**src/shared/glue_pkg.sv**
```systemverilog
// Constants for the system glue block: I/O decode ranges, strap positions and wait-state counts.
// Assumes a 10-bit CPU I/O address and an 8-bit data bus on one clock.
package glue_pkg;
    // I/O decode windows, upper bits of a 10-bit address.
    localparam logic [9:0] IO_DMA_BASE = 10'h000;
    localparam logic [9:0] IO_PIC_BASE = 10'h020;
    localparam logic [9:0] IO_TMR_BASE = 10'h040;
    localparam logic [9:0] IO_PIO_BASE = 10'h060;
    localparam logic [9:0] IO_PAGE_BASE = 10'h080;
    localparam logic [9:0] IO_NMI_BASE = 10'h0a0;
    localparam logic [9:0] IO_SPEED_BASE = 10'h0c0;
    localparam logic [9:0] IO_STATUS_BASE = 10'h0e0;
    // Window sizes expressed as the number of low address bits ignored.
    localparam int WIN32_LSB = 5;
    localparam int WIN4_LSB = 2;
    // Strap bit positions on the buffered address bus.
    localparam int STRAP_BOOT_LOOP = 0;
    localparam int STRAP_FPU = 1;
    localparam int STRAP_MEM_A = 2;
    localparam int STRAP_MEM_B = 3;
    localparam int STRAP_VIDEO_A = 4;
    localparam int STRAP_VIDEO_B = 5;
    localparam int STRAP_DRIVE_A = 6;
    localparam int STRAP_DRIVE_B = 7;
    localparam int STRAP_SPEED = 15;
    // Port B select bit and control register kbd clear bit, status field positions.
    localparam int PORTB_SEL_BIT = 3;
    localparam int PIO_KBD_CLR_BIT = 7;
    localparam int STATUS_MEM_A_BIT = 4;
    localparam int STATUS_MEM_B_BIT = 5;
    // PARALLEL_IO_UNIT register offsets inside its window.
    localparam logic [1:0] PIO_OFS_A = 2'h0;
    localparam logic [1:0] PIO_OFS_B = 2'h1;
    localparam logic [1:0] PIO_OFS_C = 2'h2;
    localparam logic [1:0] PIO_OFS_CTRL = 2'h3;
    // Wait states per cycle type and speed.
    localparam logic [2:0] WS_IO_LOW = 3'h1;
    localparam logic [2:0] WS_IO_HIGH = 3'h4;
    localparam logic [2:0] WS_DMA_LOW = 3'h1;
    localparam logic [2:0] WS_DMA_HIGH = 3'h1;
    localparam logic [2:0] WS_MEMX_LOW = 3'h0;
    localparam logic [2:0] WS_MEMX_HIGH = 3'h2;
    localparam logic [2:0] WS_ONBOARD = 3'h0;
    // CPU clock is the reference divided by three, one third high.
    localparam logic [1:0] CPU_DIV_LAST = 2'h2;
    localparam logic [7:0] RESET_BYTE = 8'h00;
endpackage

```
**src/logic/xt_system_glue_logic.sv**
```systemverilog
// System glue logic: straps, speed control, wait states, I/O decode, keyboard register, parity, channel routing.
// Assumes the CPU cycle inputs are synchronous to i_ref_clk and held for the whole cycle.
`timescale 1ns/1ps
module xt_system_glue_logic (
    input wire logic i_ref_clk, // Reference clock, 100 MHz.
    input wire logic i_sys_rst, // Synchronous reset, active high.
    input wire logic [15:0] i_xa, // Buffered address bus, carries straps in reset.
    input wire logic [9:0] i_io_addr, // CPU I/O address.
    input wire logic [7:0] i_io_wdata, // CPU write data.
    input wire logic i_io_wr, // CPU I/O write strobe, one cycle.
    input wire logic i_io_rd, // CPU I/O read strobe, one cycle.
    input wire logic i_cyc_start, // Start of a bus cycle, one cycle.
    input wire logic i_cyc_io, // Cycle is a CPU I/O cycle.
    input wire logic i_cyc_dma, // Cycle is a DMA cycle.
    input wire logic i_mem_onboard, // Memory cycle decodes to on-board memory.
    input wire logic i_expansion_ready, // Expansion ready line, low extends.
    input wire logic i_kbd_valid, // Received keyboard byte strobe.
    input wire logic [7:0] i_kbd_byte, // Received keyboard byte.
    input wire logic [7:0] i_ram_data, // RAM data byte, read or write.
    input wire logic i_ram_par_in, // Parity bit read from RAM.
    input wire logic i_ram_rd, // RAM read sample strobe.
    input wire logic i_tmr_out0, // Timer channel 0 output.
    input wire logic i_tmr_out1, // Timer channel 1 output.
    input wire logic i_tmr_out2, // Timer channel 2 output.
    output logic [7:0] o_io_rdata, // Read data for the glue ports.
    output logic o_io_hit, // Read data is from a glue port.
    output logic [7:0] o_io_sel, // One-hot decode of the I/O map.
    output logic o_cpu_ready, // Ready to the CPU, low inserts waits.
    output logic o_cpu_clk, // CPU clock, one third duty.
    output logic o_speed_high, // Speed indicator, high in high speed.
    output logic o_irq0, // Interrupt level 0 from timer 0.
    output logic o_irq1, // Interrupt level 1, keyboard byte present.
    output logic o_refresh_req, // Refresh request to DMA channel 0.
    output logic o_speaker, // Speaker drive.
    output logic o_ram_par_out, // Parity bit for RAM writes.
    output logic o_parity_err, // Parity error, sticky until reset.
    output logic [7:0] o_nmi_mask // NMI mask register contents.
);
    typedef enum logic [1:0] {WS_IDLE, WS_COUNT, WS_EXT} ws_state_t;

    // Window compare, used for every entry of the map.
    function automatic logic in_window(input logic [9:0] a, input logic [9:0] base, input int lsb);
        in_window = ((a >> lsb) == (base >> lsb));
    endfunction

    logic [15:0] strap_q;
    logic [7:0] port_b_q, nmi_q, kbd_q, rdata_d, rdata_q, sel_q, port_c;
    logic kbd_full_q, speed_low_q, speed_high_q, speed_pend_q, hit_q, rdy_meta_q, rdy_sync_q;
    logic [1:0] div_q;
    logic [2:0] ws_cnt_q;
    ws_state_t ws_state_q;
    logic ready_q, cpu_clk_q, par_err_q, par_out_q, irq0_q, refr_q, spk_q;
    logic [7:0] sel_d;
    logic [2:0] ws_need;
    logic pio_hit, wr_speed, wr_pio_b, wr_pio_ctrl, wr_nmi, clk_boundary, speed_cur;

    // Address decode of the I/O map; the status window only answers reads.
    assign sel_d[0] = in_window(i_io_addr, glue_pkg::IO_DMA_BASE, glue_pkg::WIN32_LSB);
    assign sel_d[1] = in_window(i_io_addr, glue_pkg::IO_PIC_BASE, glue_pkg::WIN32_LSB);
    assign sel_d[2] = in_window(i_io_addr, glue_pkg::IO_TMR_BASE, glue_pkg::WIN32_LSB);
    assign sel_d[3] = in_window(i_io_addr, glue_pkg::IO_PIO_BASE, glue_pkg::WIN32_LSB);
    assign sel_d[4] = in_window(i_io_addr, glue_pkg::IO_PAGE_BASE, glue_pkg::WIN32_LSB);
    assign sel_d[5] = in_window(i_io_addr, glue_pkg::IO_NMI_BASE, glue_pkg::WIN32_LSB);
    assign sel_d[6] = in_window(i_io_addr, glue_pkg::IO_SPEED_BASE, glue_pkg::WIN4_LSB);
    assign sel_d[7] = in_window(i_io_addr, glue_pkg::IO_STATUS_BASE, glue_pkg::WIN4_LSB);
    assign pio_hit = sel_d[3];
    assign wr_speed = i_io_wr && sel_d[6];
    assign wr_pio_b = i_io_wr && pio_hit && (i_io_addr[1:0] == glue_pkg::PIO_OFS_B);
    assign wr_pio_ctrl = i_io_wr && pio_hit && (i_io_addr[1:0] == glue_pkg::PIO_OFS_CTRL);
    assign wr_nmi = i_io_wr && sel_d[5];

    // Port C shows one of two strap groups chosen by port B bit 3.
    assign port_c = port_b_q[glue_pkg::PORTB_SEL_BIT]
        ? {4'h0, strap_q[glue_pkg::STRAP_DRIVE_B], strap_q[glue_pkg::STRAP_DRIVE_A],
           strap_q[glue_pkg::STRAP_VIDEO_B], strap_q[glue_pkg::STRAP_VIDEO_A]}
        : {6'h00, strap_q[glue_pkg::STRAP_FPU], strap_q[glue_pkg::STRAP_BOOT_LOOP]};

    // Read mux; status is a plain view of the straps, nothing behind it is writable.
    always_comb begin
        rdata_d = glue_pkg::RESET_BYTE;
        if (sel_d[7]) begin
            rdata_d[glue_pkg::STATUS_MEM_A_BIT] = strap_q[glue_pkg::STRAP_MEM_A];
            rdata_d[glue_pkg::STATUS_MEM_B_BIT] = strap_q[glue_pkg::STRAP_MEM_B];
        end else if (sel_d[5]) begin
            rdata_d = nmi_q;
        end else if (pio_hit) begin
            case (i_io_addr[1:0])
                glue_pkg::PIO_OFS_A: rdata_d = kbd_q;
                glue_pkg::PIO_OFS_B: rdata_d = port_b_q;
                glue_pkg::PIO_OFS_C: rdata_d = port_c;
                default: rdata_d = glue_pkg::RESET_BYTE;
            endcase
        end
    end

    // Straps follow the address pins only while reset holds, then freeze.
    always_ff @(posedge i_ref_clk) begin
        if (i_sys_rst) begin
            strap_q <= i_xa;
        end
    end

    // Bus read and decode outputs, registered.
    always_ff @(posedge i_ref_clk) begin
        if (i_sys_rst) begin
            rdata_q <= glue_pkg::RESET_BYTE;
            hit_q <= 1'b0;
            sel_q <= glue_pkg::RESET_BYTE;
        end else begin
            rdata_q <= i_io_rd ? rdata_d : glue_pkg::RESET_BYTE;
            hit_q <= i_io_rd && (sel_d[7] || sel_d[5] || pio_hit);
            sel_q <= (i_io_rd || i_io_wr) ? sel_d : glue_pkg::RESET_BYTE;
        end
    end

    // Port B and NMI mask registers.
    always_ff @(posedge i_ref_clk) begin
        if (i_sys_rst) begin
            port_b_q <= glue_pkg::RESET_BYTE;
            nmi_q <= glue_pkg::RESET_BYTE;
        end else begin
            if (wr_pio_b) port_b_q <= i_io_wdata;
            if (wr_nmi) nmi_q <= i_io_wdata;
        end
    end

    // Keyboard byte holder; a new byte beats a simultaneous clear so nothing is lost.
    always_ff @(posedge i_ref_clk) begin
        if (i_sys_rst) begin
            kbd_q <= glue_pkg::RESET_BYTE;
            kbd_full_q <= 1'b0;
        end else if (i_kbd_valid) begin
            kbd_q <= i_kbd_byte;
            kbd_full_q <= 1'b1;
        end else if (wr_pio_ctrl && i_io_wdata[glue_pkg::PIO_KBD_CLR_BIT]) begin
            kbd_q <= glue_pkg::RESET_BYTE;
            kbd_full_q <= 1'b0;
        end
    end

    // Speed state: strap during reset, software toggles later, applied at a CPU clock boundary.
    // A toggle is parked as pending so a mid-phase write never chops a clock phase.
    assign clk_boundary = (div_q == glue_pkg::CPU_DIV_LAST);
    assign speed_cur = speed_low_q;
    always_ff @(posedge i_ref_clk) begin
        if (i_sys_rst) begin
            speed_low_q <= strap_q[glue_pkg::STRAP_SPEED];
            speed_high_q <= ~strap_q[glue_pkg::STRAP_SPEED];
            speed_pend_q <= 1'b0;
        end else begin
            if (clk_boundary) begin
                speed_low_q <= speed_cur ^ (speed_pend_q ^ wr_speed);
                speed_high_q <= ~(speed_cur ^ (speed_pend_q ^ wr_speed));
                speed_pend_q <= 1'b0;
            end else if (wr_speed) begin
                speed_pend_q <= ~speed_pend_q;
            end
        end
    end

    // CPU clock divider: one reference period high out of three.
    always_ff @(posedge i_ref_clk) begin
        if (i_sys_rst) begin
            div_q <= 2'h0;
            cpu_clk_q <= 1'b0;
        end else begin
            div_q <= clk_boundary ? 2'h0 : div_q + 2'h1;
            cpu_clk_q <= clk_boundary;
        end
    end

    // Two-flop synchroniser on the expansion ready line.
    always_ff @(posedge i_ref_clk) begin
        if (i_sys_rst) begin
            rdy_meta_q <= 1'b1;
            rdy_sync_q <= 1'b1;
        end else begin
            rdy_meta_q <= i_expansion_ready;
            rdy_sync_q <= rdy_meta_q;
        end
    end

    // Wait count selection by cycle type and speed.
    assign ws_need = i_cyc_io ? (speed_low_q ? glue_pkg::WS_IO_LOW : glue_pkg::WS_IO_HIGH)
        : i_cyc_dma ? (speed_low_q ? glue_pkg::WS_DMA_LOW : glue_pkg::WS_DMA_HIGH)
        : i_mem_onboard ? glue_pkg::WS_ONBOARD
        : (speed_low_q ? glue_pkg::WS_MEMX_LOW : glue_pkg::WS_MEMX_HIGH);

    // Wait generator: fixed waits, then hold while synchronised ready stays low.
    always_ff @(posedge i_ref_clk) begin
        if (i_sys_rst) begin
            ws_state_q <= WS_IDLE;
            ws_cnt_q <= 3'h0;
            ready_q <= 1'b1;
        end else begin
            case (ws_state_q)
                WS_IDLE: begin
                    if (i_cyc_start && (ws_need != 3'h0)) begin
                        ws_cnt_q <= ws_need;
                        ready_q <= 1'b0;
                        ws_state_q <= WS_COUNT;
                    end else if (i_cyc_start) begin
                        ready_q <= rdy_sync_q;
                        ws_state_q <= rdy_sync_q ? WS_IDLE : WS_EXT;
                    end
                end
                WS_COUNT: begin
                    if (ws_cnt_q == 3'h1) begin
                        ready_q <= rdy_sync_q;
                        ws_state_q <= rdy_sync_q ? WS_IDLE : WS_EXT;
                    end
                    ws_cnt_q <= ws_cnt_q - 3'h1;
                end
                WS_EXT: begin
                    if (rdy_sync_q) begin
                        ready_q <= 1'b1;
                        ws_state_q <= WS_IDLE;
                    end
                end
                default: ws_state_q <= WS_IDLE;
            endcase
        end
    end

    // Parity: even parity generated on writes, checked on reads; error is sticky.
    always_ff @(posedge i_ref_clk) begin
        if (i_sys_rst) begin
            par_out_q <= 1'b0;
            par_err_q <= 1'b0;
        end else begin
            par_out_q <= ^i_ram_data;
            if (i_ram_rd && ((^i_ram_data) != i_ram_par_in)) par_err_q <= 1'b1;
        end
    end

    // Fixed channel routing; refresh requests go to DMA channel 0 only.
    always_ff @(posedge i_ref_clk) begin
        if (i_sys_rst) begin
            irq0_q <= 1'b0;
            refr_q <= 1'b0;
            spk_q <= 1'b0;
        end else begin
            irq0_q <= i_tmr_out0;
            refr_q <= i_tmr_out1;
            spk_q <= i_tmr_out2 && port_b_q[1] && port_b_q[0];
        end
    end

    // Every output is a flop copy, so no decode glitch reaches the pins.
    assign o_io_rdata = rdata_q;
    assign o_io_hit = hit_q;
    assign o_io_sel = sel_q;
    assign o_cpu_ready = ready_q;
    assign o_cpu_clk = cpu_clk_q;
    assign o_speed_high = speed_high_q;
    assign o_irq0 = irq0_q;
    assign o_irq1 = kbd_full_q;
    assign o_refresh_req = refr_q;
    assign o_speaker = spk_q;
    assign o_ram_par_out = par_out_q;
    assign o_parity_err = par_err_q;
    assign o_nmi_mask = nmi_q;
endmodule // xt_system_glue_logic

```
**config.mk**
```make
export PLATFORM = sky130hd
export DESIGN_NAME = xt_system_glue_logic
export DESIGN_NICKNAME = d
export VERILOG_FILES = /design/src/shared/glue_pkg.sv /design/src/logic/xt_system_glue_logic.sv
export SDC_FILE = /design/constraint.sdc
export NUM_CORES = 1
export LEC_CHECK = 0
export ABC_AREA = 1
export CAP_MARGIN = 0
export CORE_UTILIZATION = 45
export CTS_CLUSTER_DIAMETER = 200
export DETAILED_ROUTE_END_ITERATION = 10
export DONT_BUFFER_PORTS = 1
export GPL_TIMING_DRIVEN = 0
export PLACE_DENSITY_LB_ADDON = 0.3
export SETUP_SLACK_MARGIN = 0.4
export SYNTH_ARGS = -nofsm -noshare
export SYNTH_HDL_FRONTEND = slang
export SYNTH_SLANG_ARGS = --single-unit
```
**constraint.sdc**
```tcl
create_clock -name i_ref_clk -period 1.91 [get_ports i_ref_clk]
set_clock_uncertainty 0.1 [all_clocks]
set_input_delay 0.191 -clock i_ref_clk [delete_from_list [all_inputs] [get_ports i_ref_clk]]
set_output_delay 0.191 -clock i_ref_clk [all_outputs]
set_load 0.005 [all_outputs]
```
==> results_dict.tcl, run 1 <==
set metrics [dict create \
    fin_area_um2 4011 \
    avgViaCountPerCell 5.278 \
    grt_overflow 0 \
    grt_pass1_vias 2806 \
    finalSetupViolations 0 \
    cts_buffer_depth 2 \
    finalWorstSetupSlack_ns 0.4470 \
    hp-class "input pin to register" \
    wirelength_mm 8.014 \
    clk_pin_slew_ns 0.07 \
    cp.required_ns 2.05 \
    fmax_mhz 683.5 \
    crit_type "register to register" \
    syn_to_final_growth_pct 30.17 \
    synth_nets 463 \
    violations "DRC, hold timing" \
    initial_core_util_pct 47.45 \
    cp-end-kind "register" \
    crit_path_frequent_cell "inv_2" \
    synth_edf_count 11 \
    die_area_um2 7183 \
    ys_seq_area_share_pct 49.05 \
    synth_cells 392 \
    cp_cell_sequence "inv_2 -> ha_2 -> inv_2 -> o21ai_2 -> inv_1 -> o21ai_0 -> a21oi_1" \
    grt_first_pass_wirelength_mm 12.58 \
    multi_input_comb_area_um2 1423 \
    insertion_delay_ns 0.35 \
    period_minus_slack_ns 1.463 \
    status "finished, violations left" \
    drc 2 \
    row_count 29 \
    max-slew-margin-rel_pct 56.79 \
    final-hold-violation-count 1 \
    diodes 0 \
    yosysMostFrequentCell "nand2_1" \
    layout.nets 529 \
    grt_max_degree 12 \
    die_w_um 84.76 \
    highest_layer "met4" \
    synth_common_cells "nand2_1, dfxtp_1, inv_1" \
    cts_max_level 3 \
    yosys_warnings 0 \
    synth_area_um2 3082 \
    cts_buffers 9 \
    syn-mean-instance-area_um2 7.861 \
    whs_ns -0.00003508 \
    power_density_nw_per_um2 795.7 \
    drtAntennaViolNets 0 \
    synth_top_cell_area_share_pct 38.33 \
    core_area_um2 6495 \
    arrival_ns 1.60 \
    vias 2850 \
    routedLengthMet1_mm 3.054 \
    finalMaxSlewViolations 0 \
    wl_met3_um 665 \
    synth_cell_type_count 37 \
    post-route-period-util_pct 76.60 \
    dr_wl_met2_mm 4.129 \
    wl_per_cell_um 14.84 \
    fin_tns_setup_ns 0 \
    antenna_found_initial 0 \
    synth_area_leaders "dfxtp_1, nand2_1, edfxtp_1" \
    drt_first_pass_iters 7 \
    gp_congestion 0.8489 \
    hpwlAfterDp_mm 5.196 \
    crit_fanout 7 \
    cts.sinks 70 \
    cts_root_buf "clkbuf_8" \
    fp.dieH_um 84.76 \
    start_kind "register" \
    rsz0062_at_grt "yes" \
    yosys.area.top_type "dfxtp_1" \
    tritoncts "built" \
    slowest_stage "dfxtp_2" \
    grt_use_total_pct 22.77 \
    hold_depth 3 \
    io_pins 99 \
    max_cap_viol_count 0 \
    tightest_slew_ns 0.6481 \
    final-seq-area_um2 1514 \
    slowest_delay_ns 0.34 \
    dpl_worst_slack_ns 0.3112 \
    drive_gt1_share_pct 14.90 \
    synth_seq_cells 70 \
    rr_worst_depth 7 \
    synthArstFlopShare_pct 0 \
    power.leakage_nw 1.638 \
    fillCellCount 553 \
    postPlaceCellArea_um2 3178 \
    drt_iter0_drc 188 \
    portBuffers 0 \
    synth_ff_type "dfxtp_1" \
    vdd_drop_max_v 0.0004976 \
]
[metal layers]
| metal | vias up | track usage, % |
|---|---|---|
| met5 | - | 0 |
| met1 | 1341 | 25.00 |
| met3 | 13 | 8.063 |
| met2 | 96 | 40.80 |
| li1 | 1400 | - |
| met4 | 0 | 7.704 |
[repair_timing]
action,in CTS,in global routing
endpoints found under the setup margin,3,18
hold buffers,51,2
buffers inserted,0,3
pin swaps,0,11
endpoints found under the hold margin,59,4
gates resized for setup,2,28
[critical path: cells and delay by family (launching register included)]
kind / cells / cell delay [ns]
AO/OA/AOI/OAI: 3 / 0.42
buffers and inverters: 3 / 0.26
adder cells (fa/ha/maj): 1 / 0.23
flip-flops: 1 / 0.34
[cell type report]
type / instances / area share (%)
buffer: 8 / 1.466
clock buffer: 13 / 4.211
clock inverter: 3 / 0.4367
inverter: 47 / 4.616
multi-input combinational: 267 / 35.46
sequential: 70 / 37.74
tap: 77 / 2.402
timing repair buffer: 55 / 13.66
[path summary, 6_finish.rpt]
path | from | to | slack [ns]
setup / recovery | ws_state_q[1]$_SDFFE_PP0P_ | ws_cnt_q[1]$_SDFFE_PP0P_ | 0.45
hold / removal | i_cyc_start | ws_state_q[0]$_SDFFE_PP0P_ | -0.00004
setup reg to reg | ws_state_q[1]$_SDFFE_PP0P_ | ws_cnt_q[1]$_SDFFE_PP0P_ | 0.45
hold reg to reg | div_q[0]$_SDFF_PP0_ | div_q[0]$_SDFF_PP0_ | 0.32
[layout by cell type (no fill, tap or decap), types with 3 or more instances in the layout]
cell type and n:
nand2_1 104, dfxtp_1 57, dlygate4sd3_1 50, inv_1 42, nor2_1 33, a21oi_1 33
nand3_1 21, o21ai_0 14, clkbuf_8 12, edfxtp_1 11, o21ai_2 9, nand2_2 8
or2_2 5, clkbuf_1 5, o211ai_1 4, nor2_2 3, nor4_1 3, ha_1 3
buf_4 3
[flip-flops by register name (all words and copies together) (netlist names), 2 cells and up]
name / count
strap_q: 9
kbd_q: 8
o_io_rdata: 8
o_io_sel: 8
o_nmi_mask: 8
port_b_q: 8
ws_cnt_q: 3
div_q: 2
ws_state_q: 2
[stage by stage]
step / power (W) / utilization [%] / hold slack (ns) / instances
floorplan: 0.001893 / - / 0.1680 / 392
global placement: 0.001950 / 48.93 / 0.1719 / 469
detailed placement: 0.001963 / 48.93 / 0.1729 / 469
CTS: 0.003153 / 59.78 / 0.01565 / 536
global route: 0.003341 / 61.76 / 0.01768 / 540
finish: 0.003192 / 61.76 / -0.00003508 / 540
[power by group]
part / switching, W / internal (W) / total (W)
Sequential: 0.0000426 / 0.00158 / 0.00162
Combinational: 0.000255 / 0.000211 / 0.000466
Clock: 0.000533 / 0.000574 / 0.00111
[logic make-up after synthesis]
family | after synthesis | synth area share (%)
flip-flops | 70 | 49.05
AND/OR/NAND/NOR | 191 | 27.20
buffers and inverters | 55 | 7.714
AO/OA/AOI/OAI | 70 | 13.60
adder cells (fa/ha/maj) | 6 | 2.436
(Power assumes the default switching activity.)
==> inputs of run 2 (changes only) <==
==> constraint.sdc (replaced) <==
create_clock -name i_ref_clk -period 1.5 [get_ports i_ref_clk]
set_clock_uncertainty 0.1 [all_clocks]
set_input_delay 0.15 -clock i_ref_clk [delete_from_list [all_inputs] [get_ports i_ref_clk]]
set_output_delay 0.15 -clock i_ref_clk [all_outputs]
set_load 0.005 [all_outputs]
==> run 2 against run 1 <==
Net effect:
- the flow still finishes with violations (DRC, hold timing)
- non-clock buffer count did not move
- via count fell by 3.5%
- critical path depth fell by 1
- die area did not move
- total power rose by 33%
- critical path type unchanged
- critical endpoint is now ws_cnt_q[2]$_SDFFE_PP0P_
- largest cell class unchanged
- highest routed layer unchanged
==> results_dict.tcl, run 2 (synthesis gave the netlist of run 1 again) <==
set metrics [dict create \
    comb_power_share_pct 15.4 \
    slowest_stage "edfxtp_1" \
    vias 2749 \
    die_w_um 84.76 \
    seqPwrFrac_pct 48.6 \
    cp-end-kind "register" \
    layout.nets 530 \
    drt_iter0_drc 119 \
    cp_cell_sequence "or2_1 -> nand2_2 -> nand3_2 -> o21ai_4 -> o21ai_1 -> a31oi_1" \
    tightest_slew_ns 0.6122 \
    drc 7 \
    power_density_nw_per_um2 1047 \
    slowest_delay_ns 0.42 \
    max_cap_viol_count 0 \
    whs_ns -0.1851 \
    arrival_ns 1.56 \
    cts_buffers 9 \
    fillCellCount 569 \
    gp_congestion 0.8514 \
    crit_type "register to register" \
    cts_hold_buf 43 \
    vdd_drop_max_v 0.0004136 \
    grt_use_total_pct 21.45 \
    cts_buffer_depth 2 \
    power.leakage_nw 1.677 \
    die_area_um2 7183 \
    io_pins 99 \
    wirelength_mm 7.498 \
    internal_power_w 0.003171 \
    wl_per_cell_um 13.86 \
    core_area_um2 6495 \
    antenna_found_initial 0 \
    start_kind "register" \
    fp.dieH_um 84.76 \
    most-common-layout-cells "nand2_1, dfxtp_1, dlygate4sd3_1" \
    diodes 0 \
    grt_max_degree 14 \
    largest_reg_flops 9 \
    grt_overflow 0 \
    crit_fanout 5 \
    hp-class "input pin to register" \
    post-route-period-util_pct 92.88 \
    finalSetupViolations 0 \
    rsz0062_at_grt "yes" \
    cts.sinks 70 \
    clock_power_share_pct 36.0 \
    fin_tns_setup_ns 0 \
    final-seq-area_um2 1516 \
    syn_to_final_growth_pct 31.83 \
    drive_gt1_share_pct 19.40 \
    status "finished, violations left" \
    grt_pass1_vias 2606 \
    row_count 29 \
    max-slew-margin-rel_pct 59.18 \
    swShare_pct 25.44 \
    multi_input_comb_area_um2 1449 \
    cp.required_ns 1.67 \
    violations "DRC, hold timing" \
    cts_root_buf "clkbuf_8" \
    drtAntennaViolNets 0 \
    clk_pin_slew_ns 0.07 \
    cts_max_level 3 \
    grt_first_pass_wirelength_mm 11.90 \
    hpwlAfterDp_mm 5.171 \
    final-hold-violation-count 20 \
    dpl_worst_slack_ns 0.05617 \
    tritoncts "built" \
    period_minus_slack_ns 1.393 \
    drt_first_pass_iters 8 \
    fmax_mhz 717.8 \
    avgViaCountPerCell 5.081 \
    layout_commonest_cell "nand2_1" \
    portBuffers 0 \
    initial_core_util_pct 47.45 \
    regMostFlops "strap_q" \
    finalMaxSlewViolations 0 \
    finalWorstSetupSlack_ns 0.1068 \
    netSwitchingPower_w 0.001082 \
    insertion_delay_ns 0.34 \
]
-- run 2: what timing repair did --
item                                    in CTS  in global routing
setup buffers                                6                  6
hold endpoints to repair                    63                 17
gates cloned                                 0                  1
endpoints found under the setup margin      10                 32
gates resized for setup                     10                 24
pin swaps                                   10                 17
-- run 2: area by class of cell --
class,instances,area share [%]
plain buffers,8,1.447
clock buffers,14,4.804
clock inverters,2,0.2464
inverters,47,4.589
multi-input cells,268,35.66
flip-flops and latches,70,37.33
well taps,77,2.371
repair buffers,55,13.55
-- run 2: worst paths after layout --
kind / start / endpoint / slack [ns] / cells after the start
setup / recovery: speed_cur$_DFFE_PP_ / ws_cnt_q[2]$_SDFFE_PP0P_ / 0.11 / 6
setup reg to reg: speed_cur$_DFFE_PP_ / ws_cnt_q[2]$_SDFFE_PP0P_ / 0.11 / 6
hold reg to reg: rdy_meta_q$_SDFF_PP1_ / rdy_sync_q$_SDFF_PP1_ / 0.31 / 1
hold / removal: i_sys_rst / strap_q[1]$_DFFE_PP_ / -0.19 / 0
-- run 2: metrics by stage --
stage          std cells  power (W)  util [%]  instance area, um^2
6_report             541   0.004253     62.55                 4063
5_1_grt              541   0.004469     62.55                 4063
4_1_cts              534   0.004226     60.76                 3946
3_5_place_dp         469   0.002551     49.80                 3234
3_3_place_gp         469   0.002530     49.80                 3234
2_1_floorplan        392   0.002456         -                 3138
-- run 2: power by group through the flow --
stage	clock [W]	sequential [W]	combinational, W
2_1_floorplan	0	0.00209	0.000366
3_3_place_gp	0	0.00210	0.000426
3_5_place_dp	0	0.00211	0.000444
4_1_cts	0.00155	0.00206	0.000614
5_1_grt	0.00166	0.00208	0.000736
6_report	0.00153	0.00207	0.000656
-- run 2: per-layer routing --
| layer | GRT usage, % | vias up | part of all wire [%] |
|---|---|---|---|
| li1 | - | 1406 | - |
| met1 | 25.28 | 1249 | 44 |
| met2 | 35.62 | 79 | 48 |
| met3 | 6.293 | 15 | 6.0 |
| met4 | 10.79 | 0 | 2.3 |
| met5 | 0 | - | 0 |
-- run 2: critical path: cells and delay by family (launching register included) --
family / cells / cell delay, ns
AO/OA/AOI/OAI: 3 / 0.35
flip-flops: 1 / 0.42
AND/OR/NAND/NOR: 3 / 0.45
